--- config.mk ---
export PLATFORM = sky130hd
export DESIGN_NAME = vmon_core
export DESIGN_NICKNAME = d
export VERILOG_FILES = /design/src/vmon_pkg.sv /design/src/vmon_core.sv
export SDC_FILE = /design/constraint.sdc
export NUM_CORES = 2
export LEC_CHECK = 0
export ABC_AREA = 1
export ABC_CLOCK_PERIOD_IN_PS = 23500
export BUFFER_PORTS_ARGS = -buffer_cell sky130_fd_sc_hd__buf_2
export CORE_ASPECT_RATIO = 0.75
export CORE_UTILIZATION = 35
export CTS_CLUSTER_DIAMETER = 120
export DETAILED_ROUTE_END_ITERATION = 7
export GPL_TIMING_DRIVEN = 0
export HOLD_SLACK_MARGIN = 0.02
export PLACE_DENSITY_LB_ADDON = 0.05
export SETUP_SLACK_MARGIN = 0.5
export SYNTH_ARGS = -nofsm -noshare
export SYNTH_HDL_FRONTEND = slang
export SYNTH_SLANG_ARGS = --single-unit
--- constraint.sdc ---
create_clock -name mclk_i -period 23.5 [get_ports mclk_i]
set_clock_uncertainty 0.1 [all_clocks]
set_input_delay 0 -clock mclk_i [delete_from_list [all_inputs] [get_ports mclk_i]]
set_output_delay 0 -clock mclk_i [all_outputs]
set_load 0.02 [all_outputs]
--- src/vmon_pkg.sv ---
package vmon_pkg;

    // Register addresses
    localparam logic [15:0] ADDR_CTRL_CNT = 16'h0342;
    localparam logic [15:0] ADDR_DUP_CNT = 16'h0343;
    localparam logic [15:0] ADDR_PHY_LO_CNT = 16'h0344;
    localparam logic [15:0] ADDR_PHY_HI_CNT = 16'h0345;
    localparam logic [15:0] ADDR_VS_SEL_FIRST = 16'h0540;
    localparam logic [15:0] ADDR_VS_SEL_SECOND = 16'h0541;
    localparam logic [15:0] ADDR_HS_SEL_FIRST = 16'h0542;
    localparam logic [15:0] ADDR_STAT_FIRST = 16'h0575;
    localparam logic [15:0] ADDR_STAT_SECOND = 16'h0576;

    // Selector field and codes
    localparam int SEL_LSB = 5;
    localparam int SEL_MSB = 7;
    localparam logic [2:0] SEL_NONE = 3'h0;
    localparam logic [2:0] SEL_FIRST = 3'h1;
    localparam logic [2:0] SEL_SECOND = 3'h2;
    localparam logic [1:0] SEL_IDX_NONE = 2'h3;

    // Bits per pixel figures
    localparam logic [4:0] BPP_RAW8 = 5'h08;
    localparam logic [4:0] BPP_MIN = 5'h09;
    localparam logic [4:0] BPP_DOUBLE = 5'h10;
    localparam logic [4:0] BPP_TRIPLE = 5'h18;
    localparam logic [4:0] BPP_TUNNEL = 5'h18;

    // Link load overhead factors and payload budgets in Mbps
    localparam logic [31:0] ENC_NUM = 32'h0000000A;
    localparam logic [31:0] ENC_DEN = 32'h00000009;
    localparam logic [31:0] SYNC_NUM = 32'h00000800;
    localparam logic [31:0] SYNC_DEN = 32'h000007FF;
    localparam logic [16:0] BUDGET_3G = 17'h00A28;
    localparam logic [16:0] BUDGET_6G = 17'h01450;

    // Activity window: time in us, cycles derived from the clock rate
    localparam int CLK_MHZ = 200;
    localparam int ACT_WIN_US = 10000;
    localparam int ACT_W = 22;
    localparam logic [ACT_W-1:0] ACT_WIN_CYC = ACT_W'(ACT_WIN_US * CLK_MHZ);

    // Polarity accumulator limits
    localparam logic [7:0] POL_MAX = 8'h7F;
    localparam logic [7:0] POL_MIN = 8'h80;

    typedef enum logic [1:0] {
        VMON_MULT_NONE,
        VMON_MULT_DOUBLE,
        VMON_MULT_TRIPLE
    } vmon_mult_type;

    // Packet events, one-cycle pulses
    typedef struct packed {
        logic [1:0] link;
        logic [3:0] phy;
        logic [1:0] dup;
        logic [1:0] ctrl;
    } vmon_pkt_ev_type;

    // Sync triplet of one pipe
    typedef struct packed {
        logic de;
        logic vs;
        logic hs;
    } vmon_sync_type;

    // Whole block state
    typedef struct packed {
        logic [7:0][3:0] nib;
        logic [1:0][7:0] link;
        logic [2:0][2:0] sel;
        logic [1:0][2:0] prev;
        logic [1:0][2:0][ACT_W-1:0] act;
        logic [1:0][1:0][7:0] pol;
        logic [1:0][15:0] lines;
        logic [1:0][15:0] frames;
        logic [1:0][23:0] ftimer;
        logic [1:0] line_err;
        logic [1:0] frame_err;
        logic [1:0][4:0] bpp;
        logic [1:0][16:0] load;
        logic [1:0] over;
        logic [7:0] rdata;
        logic ack;
        logic pin0;
        logic pin3;
        logic oe0;
        logic oe3;
    } vmon_state_type;

endpackage : vmon_pkg
--- src/vmon_core.sv ---
`timescale 1ns/1ps
module vmon_core
    import vmon_pkg::*;
#(
    parameter logic [ACT_W-1:0] ACT_CYC = ACT_WIN_CYC
)
(
    // Clock and reset
    input wire logic mclk_i,
    input wire logic rst_i,
    // Register port
    input wire logic [15:0] reg_addr_i,
    input wire logic reg_wr_i,
    input wire logic reg_rd_i,
    input wire logic [7:0] reg_wdata_i,
    output logic [7:0] reg_rdata_o,
    output logic reg_ack_o,
    // Packet events and pipe syncs
    input vmon_pkt_ev_type pkt_ev_i,
    input vmon_sync_type [1:0] sync_i,
    // Pipe format and comparator setup
    input wire logic [1:0] tunnel_i,
    input vmon_mult_type [1:0] mult_i,
    input wire logic [1:0][4:0] dt_bpp_i,
    input wire logic [1:0][11:0] pclk_mhz_i,
    input wire logic link_6g_i,
    input wire logic [1:0] cmp_en_i,
    input wire logic [1:0][15:0] exp_lines_i,
    input wire logic [1:0][23:0] frame_max_i,
    input wire logic [1:0] err_clr_i,
    // Status outputs
    output logic [1:0][7:0] link_count_o,
    output logic [1:0][15:0] line_count_o,
    output logic [1:0][15:0] frame_count_o,
    output logic [1:0] line_drop_o,
    output logic [1:0] frame_drop_o,
    output logic [1:0][4:0] pipe_bpp_o,
    output logic [1:0][16:0] link_load_o,
    output logic [1:0] over_budget_o,
    // Multifunction pins
    output logic multifunction_pin_zero_o,
    output logic multifunction_pin_zero_oe_o,
    output logic multifunction_pin_three_o,
    output logic multifunction_pin_three_oe_o
);

    vmon_state_type q;
    vmon_state_type d;
    logic [7:0] pkt_vec;
    logic [1:0] lead_v;
    logic [1:0] lead_h;

    // Selector register index of an address
    function automatic logic [1:0] sel_idx(input logic [15:0] a);
        case (a)
            ADDR_VS_SEL_FIRST: sel_idx = 2'h0;
            ADDR_VS_SEL_SECOND: sel_idx = 2'h1;
            ADDR_HS_SEL_FIRST: sel_idx = 2'h2;
            default: sel_idx = SEL_IDX_NONE;
        endcase
    endfunction : sel_idx

    // Route code: bit 1 valid, bit 0 pipe number
    function automatic logic [1:0] route(input logic [2:0] s);
        case (s)
            SEL_FIRST: route = 2'h2;
            SEL_SECOND: route = 2'h3;
            default: route = 2'h0;
        endcase
    endfunction : route

    // Status byte of one pipe
    function automatic logic [7:0] stat_byte(input vmon_state_type s, input int p);
        stat_byte = {1'b0, s.act[p][2] != '0, s.act[p][1] != '0,
            s.act[p][0] != '0, 2'b00, s.pol[p][1][7], s.pol[p][0][7]};
    endfunction : stat_byte

    assign pkt_vec = {pkt_ev_i.phy, pkt_ev_i.dup, pkt_ev_i.ctrl};

    // Next state of the whole block
    always_comb
    begin
        logic [1:0] sidx;
        logic [1:0] rt;
        logic [2:0] cur;
        logic pv;
        logic ph;
        logic [31:0] prod;
        d = q;
        sidx = sel_idx(reg_addr_i);
        rt = 2'h0;
        cur = 3'h0;
        pv = 1'b0;
        ph = 1'b0;
        prod = 32'h0;
        lead_v = 2'h0;
        lead_h = 2'h0;
        d.ack = 1'b0;
        // Nibble packet counters, wrapping silently
        for (int i = 0; i < 8; i++)
        begin
            if (pkt_vec[i])
                d.nib[i] = q.nib[i] + 4'h1;
        end
        // Serial link received packet counters
        for (int l = 0; l < 2; l++)
        begin
            if (pkt_ev_i.link[l])
                d.link[l] = q.link[l] + 8'h01;
        end
        // Selector writes keep only bits 7:5
        if (reg_wr_i && sidx != SEL_IDX_NONE)
            d.sel[sidx] = reg_wdata_i[SEL_MSB:SEL_LSB];
        // Register reads
        if (reg_rd_i)
        begin
            d.ack = 1'b1;
            case (reg_addr_i)
                ADDR_CTRL_CNT: d.rdata = {q.nib[1], q.nib[0]};
                ADDR_DUP_CNT: d.rdata = {q.nib[3], q.nib[2]};
                ADDR_PHY_LO_CNT: d.rdata = {q.nib[5], q.nib[4]};
                ADDR_PHY_HI_CNT: d.rdata = {q.nib[7], q.nib[6]};
                ADDR_STAT_FIRST: d.rdata = stat_byte(q, 0);
                ADDR_STAT_SECOND: d.rdata = stat_byte(q, 1);
                default:
                begin
                    if (sidx != SEL_IDX_NONE)
                        d.rdata = {q.sel[sidx], 5'h00};
                    else
                        d.rdata = 8'h00;
                end
            endcase
        end
        // Per pipe sync watch, counters and format
        for (int p = 0; p < 2; p++)
        begin
            cur = sync_i[p];
            // Activity: any change reloads the window
            for (int s = 0; s < 3; s++)
            begin
                if (cur[s] != q.prev[p][s])
                    d.act[p][s] = ACT_CYC;
                else if (q.act[p][s] != '0)
                    d.act[p][s] = q.act[p][s] - ACT_W'(1);
            end
            d.prev[p] = cur;
            // Polarity: the level held longer is the idle level
            for (int s = 0; s < 2; s++)
            begin
                if (cur[s] && q.pol[p][s] != POL_MAX)
                    d.pol[p][s] = q.pol[p][s] + 8'h01;
                else if (!cur[s] && q.pol[p][s] != POL_MIN)
                    d.pol[p][s] = q.pol[p][s] - 8'h01;
            end
            // Leading edges of the active level
            pv = q.pol[p][1][7];
            ph = q.pol[p][0][7];
            lead_v[p] = ~(cur[1] ^ pv) & (q.prev[p][1] ^ pv);
            lead_h[p] = ~(cur[0] ^ ph) & (q.prev[p][0] ^ ph);
            // Line and frame counters with drop comparators
            if (err_clr_i[p])
            begin
                d.line_err[p] = 1'b0;
                d.frame_err[p] = 1'b0;
            end
            d.ftimer[p] = q.ftimer[p] + 24'h000001;
            if (cmp_en_i[p] && q.ftimer[p] == frame_max_i[p])
                d.frame_err[p] = 1'b1;
            if (lead_h[p])
                d.lines[p] = q.lines[p] + 16'h0001;
            if (lead_v[p])
            begin
                d.frames[p] = q.frames[p] + 16'h0001;
                d.lines[p] = 16'h0000;
                d.ftimer[p] = 24'h000000;
                if (cmp_en_i[p] && q.lines[p] != exp_lines_i[p])
                    d.line_err[p] = 1'b1;
            end
            // Pipe bits per pixel
            if (tunnel_i[p])
                d.bpp[p] = BPP_TUNNEL;
            else if (dt_bpp_i[p] == BPP_RAW8 && mult_i[p] == VMON_MULT_DOUBLE)
                d.bpp[p] = BPP_DOUBLE;
            else if (dt_bpp_i[p] == BPP_RAW8 && mult_i[p] == VMON_MULT_TRIPLE)
                d.bpp[p] = BPP_TRIPLE;
            else if (dt_bpp_i[p] < BPP_MIN)
                d.bpp[p] = BPP_MIN;
            else
                d.bpp[p] = dt_bpp_i[p];
            // Link load in Mbps from the current bpp
            prod = {20'h0, pclk_mhz_i[p]} * ({27'h0, q.bpp[p]} + 32'h1);
            prod = (prod * ENC_NUM * SYNC_NUM) / (ENC_DEN * SYNC_DEN);
            d.load[p] = prod[16:0];
            d.over[p] = q.load[p] > (link_6g_i ? BUDGET_6G : BUDGET_3G);
        end
        // Pin zero from the second vsync selector
        rt = route(q.sel[1]);
        d.oe0 = rt[1];
        d.pin0 = rt[1] & sync_i[rt[0]].vs;
        // Pin three: vsync selector first, else hsync selector
        rt = route(q.sel[0]);
        if (rt[1])
        begin
            d.oe3 = 1'b1;
            d.pin3 = sync_i[rt[0]].vs;
        end
        else
        begin
            rt = route(q.sel[2]);
            d.oe3 = rt[1];
            d.pin3 = rt[1] & sync_i[rt[0]].hs;
        end
    end

    // State register
    always_ff @(posedge mclk_i or posedge rst_i)
    begin
        if (rst_i)
            q <= '0;
        else
            q <= d;
    end

    // Outputs straight from state
    assign reg_rdata_o = q.rdata;
    assign reg_ack_o = q.ack;
    assign link_count_o = q.link;
    assign line_count_o = q.lines;
    assign frame_count_o = q.frames;
    assign line_drop_o = q.line_err;
    assign frame_drop_o = q.frame_err;
    assign pipe_bpp_o = q.bpp;
    assign link_load_o = q.load;
    assign over_budget_o = q.over;
    assign multifunction_pin_zero_o = q.pin0;
    assign multifunction_pin_zero_oe_o = q.oe0;
    assign multifunction_pin_three_o = q.pin3;
    assign multifunction_pin_three_oe_o = q.oe3;

    // Checks
    property p_nib_wrap;
        @(posedge mclk_i) disable iff (rst_i)
        pkt_ev_i.ctrl[0] && q.nib[0] == 4'hF |=> q.nib[0] == 4'h0;
    endproperty
    a_nib_wrap: assert property (p_nib_wrap) else $error("nibble did not wrap");

    property p_phy_count;
        @(posedge mclk_i) disable iff (rst_i)
        pkt_ev_i.phy[0] |=> q.nib[4] == $past(q.nib[4]) + 4'h1;
    endproperty
    a_phy_count: assert property (p_phy_count) else $error("phy count missed");

    property p_ctrl_hold;
        @(posedge mclk_i) disable iff (rst_i)
        !pkt_ev_i.ctrl[1] |=> $stable(q.nib[1]);
    endproperty
    a_ctrl_hold: assert property (p_ctrl_hold) else $error("idle count moved");

    property p_link_count;
        @(posedge mclk_i) disable iff (rst_i)
        pkt_ev_i.link[0] |=> link_count_o[0] == $past(link_count_o[0]) + 8'h01;
    endproperty
    a_link_count: assert property (p_link_count) else $error("link count missed");

    property p_route_zero;
        @(posedge mclk_i) disable iff (rst_i)
        q.sel[1] == SEL_FIRST |=> multifunction_pin_zero_oe_o &&
            multifunction_pin_zero_o == $past(sync_i[0].vs);
    endproperty
    a_route_zero: assert property (p_route_zero) else $error("pin zero misrouted");

    property p_sel_none;
        @(posedge mclk_i) disable iff (rst_i)
        q.sel[1] == SEL_NONE |=> !multifunction_pin_zero_oe_o;
    endproperty
    a_sel_none: assert property (p_sel_none) else $error("pin zero driven");

    property p_seen_first;
        @(posedge mclk_i) disable iff (rst_i)
        sync_i[0].vs != q.prev[0][1] |=> q.act[0][1] == ACT_CYC;
    endproperty
    a_seen_first: assert property (p_seen_first) else $error("vsync edge unseen");

    property p_seen_second;
        @(posedge mclk_i) disable iff (rst_i)
        reg_rd_i && reg_addr_i == ADDR_STAT_SECOND |=>
            reg_ack_o && reg_rdata_o[6] == ($past(q.act[1][2]) != '0);
    endproperty
    a_seen_second: assert property (p_seen_second) else $error("de status wrong");

    property p_pol_read;
        @(posedge mclk_i) disable iff (rst_i)
        reg_rd_i && reg_addr_i == ADDR_STAT_FIRST |=>
            reg_rdata_o[1:0] == {$past(q.pol[0][1][7]), $past(q.pol[0][0][7])};
    endproperty
    a_pol_read: assert property (p_pol_read) else $error("polarity wrong");

    property p_line_drop;
        @(posedge mclk_i) disable iff (rst_i)
        lead_v[0] && cmp_en_i[0] && q.lines[0] != exp_lines_i[0] |=> line_drop_o[0];
    endproperty
    a_line_drop: assert property (p_line_drop) else $error("line drop missed");

    property p_bpp_min;
        @(posedge mclk_i) disable iff (rst_i)
        !tunnel_i[1] |=> pipe_bpp_o[1] >= BPP_MIN;
    endproperty
    a_bpp_min: assert property (p_bpp_min) else $error("bpp below minimum");

    property p_tunnel;
        @(posedge mclk_i) disable iff (rst_i)
        tunnel_i[0] |=> pipe_bpp_o[0] == BPP_TUNNEL;
    endproperty
    a_tunnel: assert property (p_tunnel) else $error("tunnel bpp wrong");

    property p_double;
        @(posedge mclk_i) disable iff (rst_i)
        !tunnel_i[0] && dt_bpp_i[0] == BPP_RAW8 && mult_i[0] == VMON_MULT_DOUBLE
            |=> pipe_bpp_o[0] == BPP_DOUBLE;
    endproperty
    a_double: assert property (p_double) else $error("doubled bpp wrong");

    property p_load;
        @(posedge mclk_i) disable iff (rst_i)
        pclk_mhz_i[0] == 12'h064 && q.bpp[0] == BPP_TUNNEL |=> link_load_o[0] == 17'h00ADB;
    endproperty
    a_load: assert property (p_load) else $error("link load wrong");

endmodule : vmon_core

# Yosys cells after proc, flatten, opt, wreduce, memory -nomap -nowiden
# Index checks and enable logic that the tools add are counted.
dict set report op_classes {
  n_addsub 32
  n_mul 4
  div 2
  n_lt_le_gt_ge 9
  n_eq_ne 40
  mux 66
  bitwise_logic 18
  n_reduce_logical 42
}
# cell n
set op_table {}
lappend op_table {{$mux 22} 12}
lappend op_table {{$reduce_bool 22->1} 6}
lappend op_table {{$sub 22x1->22 const B} 6}
lappend op_table {{$eq 16x11->1 const B} 5}
lappend op_table {{$mux 8} 9}
lappend op_table {{$add 16x1->16 const B} 4}
lappend op_table {{$div 32x15->32 const B} 2}
lappend op_table {{$eq 16x10->1 const B} 4}
lappend op_table {{$mux 16} 4}
lappend op_table {{$add 24x1->24 const B} 2}
lappend op_table {{$add 8x1->8 const B} 6}
lappend op_table {{$eq 24x24->1} 2}
lappend op_table {{$mux 24} 2}
lappend op_table {{$pmux 8 s6} 1}
lappend op_table {{$mul 18x3->20 const B} 2}
lappend op_table {{$mux 5} 8}
lappend op_table {{$mul 12x6->18} 2}
lappend op_table {{$add 4x1->4 const B} 8}
lappend op_table {{$ne 16x16->1} 2}
lappend op_table {{$ne 8x7->1 const B} 4}
lappend op_table {{$ne 8x8->1 const B} 4}
lappend op_table {{$sub 8x1->8 const B} 4}
lappend op_table {{$reduce_bool 2->1} 14}
lappend op_table {{$logic_and 1x1->1} 18}
lappend op_table {{other kinds (27)} 82}
dict set report word_totals {
  register_bits 402
  inputBits 169
  out_inout_bits 143
}

# Longest topological paths before layout
dict set report depth {
  word_depth 7
  ltp_mapped 188
  mapped_depth_nobuf 177
}

# Least setup slack after synthesis
# OpenSTA, ideal clock, no wires.
dict set report synth_timing {
  path_type {register to register}
  startpoint {register q, in the netlist pipe_bpp_o[0]}
  endpoint {register q, in the netlist link_load_o[0]}
  t_arrival_ns 20.210
  t_required_ns 23.271
  path_slack_ns 3.062
  path_stages_with_launch 175
  n_path_buf 13
  synth_period_minus_slack_ns 20.438
  cell_sequence {dfrtp_1 ha_1 xor2_1 inv_1 clkbuf_1 nor2_1 fa_1 inv_1 fa_1 fa_1 inv_1 ha_1 a21oi_1 nand2_1 a21oi_1 o21bai_1 a21o_1 a21oi_1 [139 not listed] nor2_1 nand2_2 nand2_4 buf_6 nand2_1 nand2_1 ha_1 inv_1 nor3_1 nand2_1 nand2_1 nand2_1 nand2_1 nand2_1 nand2_1 nand3_1 nor3_1 nand3_1}
}
# item line
set synth_rtl {}
lappend synth_rtl {{from (decl)} vmon_core.sv:47} ;# vmon_state_type q;
lappend synth_rtl {{from (signal assigned)} vmon_core.sv:219} ;# q <= '0;
lappend synth_rtl {{from (signal assigned)} vmon_core.sv:221} ;# q <= d;

==> results.toml <==
[worst_setup_path]
cp-end-kind = "flip-flop"
worst-endpoint-required_ns = 23.97
cpMaxStageDelayCell = "fa_1"
worstSetupPathType = "reg -> reg"
crit_start = "pipe_bpp_o[0]"
worst_ep_arrival_time_ns = 22.65
cpMostUsedCell = "buf_4"
worstSetupStartpointType = "flip-flop"
crit_family = "simple AND/OR/NAND/NOR gates"
worstReg2RegStart = "pipe_bpp_o[0]"
path_max_fanout = 10
slowest_delay_ns = 0.55
path_buf_inv = 58

[synth]
synth_flop_cell = "dfrtp_1"
ys_warn_count = 0
synth_common_cells = "nand2_1, inv_1, nor2_1"
synth_cells = 8060
async_flop_share_pct = 100
syn-num-nets = 8513
avgSynthCellArea_um2 = 6.17
ys_ff_latch = 402
synth_area_leader_cell = "dfrtp_1"
yosysTopAreaCellShare_pct = 20.2
synthMostInstantiatedCell = "nand2_1"
synth.yosys.seq_area_share_pct = 20.2
synthTopCellsByArea = "dfrtp_1, nand2_1, inv_1, nand3_1, nor2_1"
syn-cell-area_mm2 = 0.0497
synth-edff-count = 0
ys_types = 72

[outcome]
violations = "DRC"
outcome = "complete, but fails checks"

[detailed_routing]
drt_iter0_markers = 3476
first_pass_iters = 8
drc = 22
routedWlPerCell_um = 14.2
top_layer_used = "met4"
drt-vias-per-instance = 4.82
wirelength_um = 152000
vias = 51773
antenna_left = 0
wl_met3_um = 6180
wl_met1_um = 83300
wl_met2_um = 60600

[timing]
setup_violations = 0
finalMaxSlewViolations = 0
slew_headroom_pct = 25.4
worst_pin_slew_ns = 1.11
period_share_pct = 94.4
rsz0062_at_grt = "yes"
hold_viol_final = 0
fin_crit_ns = 22.18
timing.fmax_mhz = 45.1

[finish]
fill_cells = 14759
seqCellArea_mm2 = 0.0101
syn_to_final_growth_pct = 25.7
drive_gt1_share_pct = 22.9
post-route-util_pct = 44.4
final_nets = 9271
design_area_mm2 = 0.0625
multi_input_area_mm2 = 0.0360
antennaDiodeCount = 0

[global_route]
grt_pass1_vias = 46313
grt_max_degree = 103
gr-total-overflow = 0
grt_pass1_wl_um = 243000
antenna_found_initial = 0
grt_usage_pct = 20.2

[floorplan]
start_util_pct = 35.3
num_rows = 119
core_area_mm2 = 0.141
ios = 312
die_x_um = 437
dieArea_mm2 = 0.144
die_h_um = 328

[clock_network]
h-tree-depth = 2
clk_latency_ns = 0.66
clock-sinks = 402
path_clk_slew_ns = 0.06
cts_tree = "yes"
clock_path_buffers = 3
cts_made_buffers = 53
cts_root_buffer = "clkbuf_16"

[place]
place_area_mm2 = 0.0537
routabilityCongestion = 0.871
portBuffers = 306
place_hpwl_um = 117000

[hold_path]
hold_path_class = "in -> reg"
hold_start = "pkt_ev_i[2]"

[run]
cap_violations = 0
-- cell usage in the layout (no fill, tap or decap), types with 17 or more instances in the layout --
cell | Yosys | layout
nand3_1 | 862 | 782
buf_6 | 49 | 44
nand2_2 | 216 | 350
nand2_1 | 2266 | 2062
buf_4 | 160 | 427
nand3_2 | 45 | 96
a21oi_1 | 249 | 229
xor2_1 | 248 | 239
nor2_1 | 908 | 762
xnor2_1 | 111 | 109
dlygate4sd3_1 | 0 | 93
nand3_4 | 5 | 35
fa_1 | 88 | 88
nand4_1 | 169 | 169
a31oi_1 | 19 | 17
nor3_1 | 108 | 103
a21oi_4 | 13 | 19
nand2_4 | 24 | 91
buf_8 | 6 | 27
dfrtp_1 | 402 | 399
nor2_4 | 22 | 126
ha_1 | 196 | 163
o21ai_0 | 225 | 218
nand3b_1 | 38 | 38
nor2_2 | 84 | 126
clkbuf_1 | 28 | 23
buf_12 | 0 | 24
inv_2 | 70 | 87
clkbuf_16 | 0 | 62
nor4_1 | 52 | 52
inv_1 | 1158 | 1136
a21oi_2 | 13 | 27
or2_2 | 25 | 25
buf_2 | 24 | 312
clkbuf_8 | 0 | 19
ha_4 | 0 | 20
-- worst register-to-register path: cells and delay by family (launching register included) --
family	cells	cell delay (ns)
adder cells (fa/ha/maj)	8	2.61
flip-flops	1	0.44
AND/OR/NAND/NOR	84	8.50
XOR/XNOR	5	0.95
AO/OA/AOI/OAI	18	2.74
buffers and inverters	58	6.73
-- sequential cells by signal (all words and copies together), names as in the netlist, 8 cells and up --
| register | count |
|---|---|
| link_count_o | 16 |
| link_load_o | 34 |
| line_count_o | 32 |
| frame_count_o | 32 |
| q | 259 |
| pipe_bpp_o | 10 |
| reg_rdata_o | 8 |
-- path summary, 6_finish.rpt --
check	to	slack, ns	depth (start not counted)
setup / recovery	link_load_o[0]	1.32	173
hold / removal	q[378]	0.07	3
setup reg to reg	link_load_o[0]	1.32	173
hold reg to reg	over_budget_o[1]	0.36	2
max in group asynchronous	pipe_bpp_o[0]	21.47	6
min in group asynchronous	frame_count_o[31]	0.46	4
-- cell type report --
class                           instances  share of cell area [%]
Tap cell                             1875                    3.76
Clock buffer                           79                    2.58
Multi-Input combinational cell       6147                    57.7
Timing Repair Buffer                  698                    8.17
Buffer                                271                    3.92
Inverter                             1245                    7.56
Sequential cell                       402                    16.1
Clock inverter                         15                   0.230
-- cells by family (layout without fill, tap and decap cells) --
group / after synthesis / after routing / share of synthesized area [%]
buffers and inverters: 1516 / 2308 / 13.6
flip-flops: 402 / 402 / 20.2
XOR/XNOR: 359 / 359 / 6.33
AND/OR/NAND/NOR: 4864 / 4869 / 43.9
adder cells (fa/ha/maj): 284 / 284 / 8.48
multiplexers: 3 / 3 / 0.0680
AO/OA/AOI/OAI: 632 / 632 / 7.36
-- per-stage QoR --
step	cells	setup TNS (ns)	hold slack, ns	setup slack [ns]
2_1_floorplan	8060	0	-0.0686	3.06
3_3_place_gp	10241	-6.35	0.0341	-1.91
3_5_place_dp	10245	-5.84	-0.0231	-1.89
4_1_cts	10507	0	0.0231	0.474
5_1_grt	10732	-0.0484	0.0742	-0.0484
6_report	10732	0	0.0719	1.32
-- repair_timing --
| action | in CTS | in global routing |
|---|---|---|
| buffers inserted | 74 | 209 |
| setup endpoints to repair | 6 | 6 |
| gates resized for setup | 218 | 733 |
| gates cloned | 1 | 16 |
| hold endpoints to repair | 310 | 0 |
| hold buffers | 93 | 0 |
| pin swaps | 41 | 278 |
-- routing by layer --
layer | track usage, % | vias up
li1 | - | 27012
met3 | 1.96 | 122
met5 | 0 | -
met4 | 3.12 | 0
met2 | 28.6 | 871
met1 | 32.6 | 23768
Power is left out: the tool's default activity adds up to more than one toggle a clock period on the data nets, which glitch-free logic cannot reach.
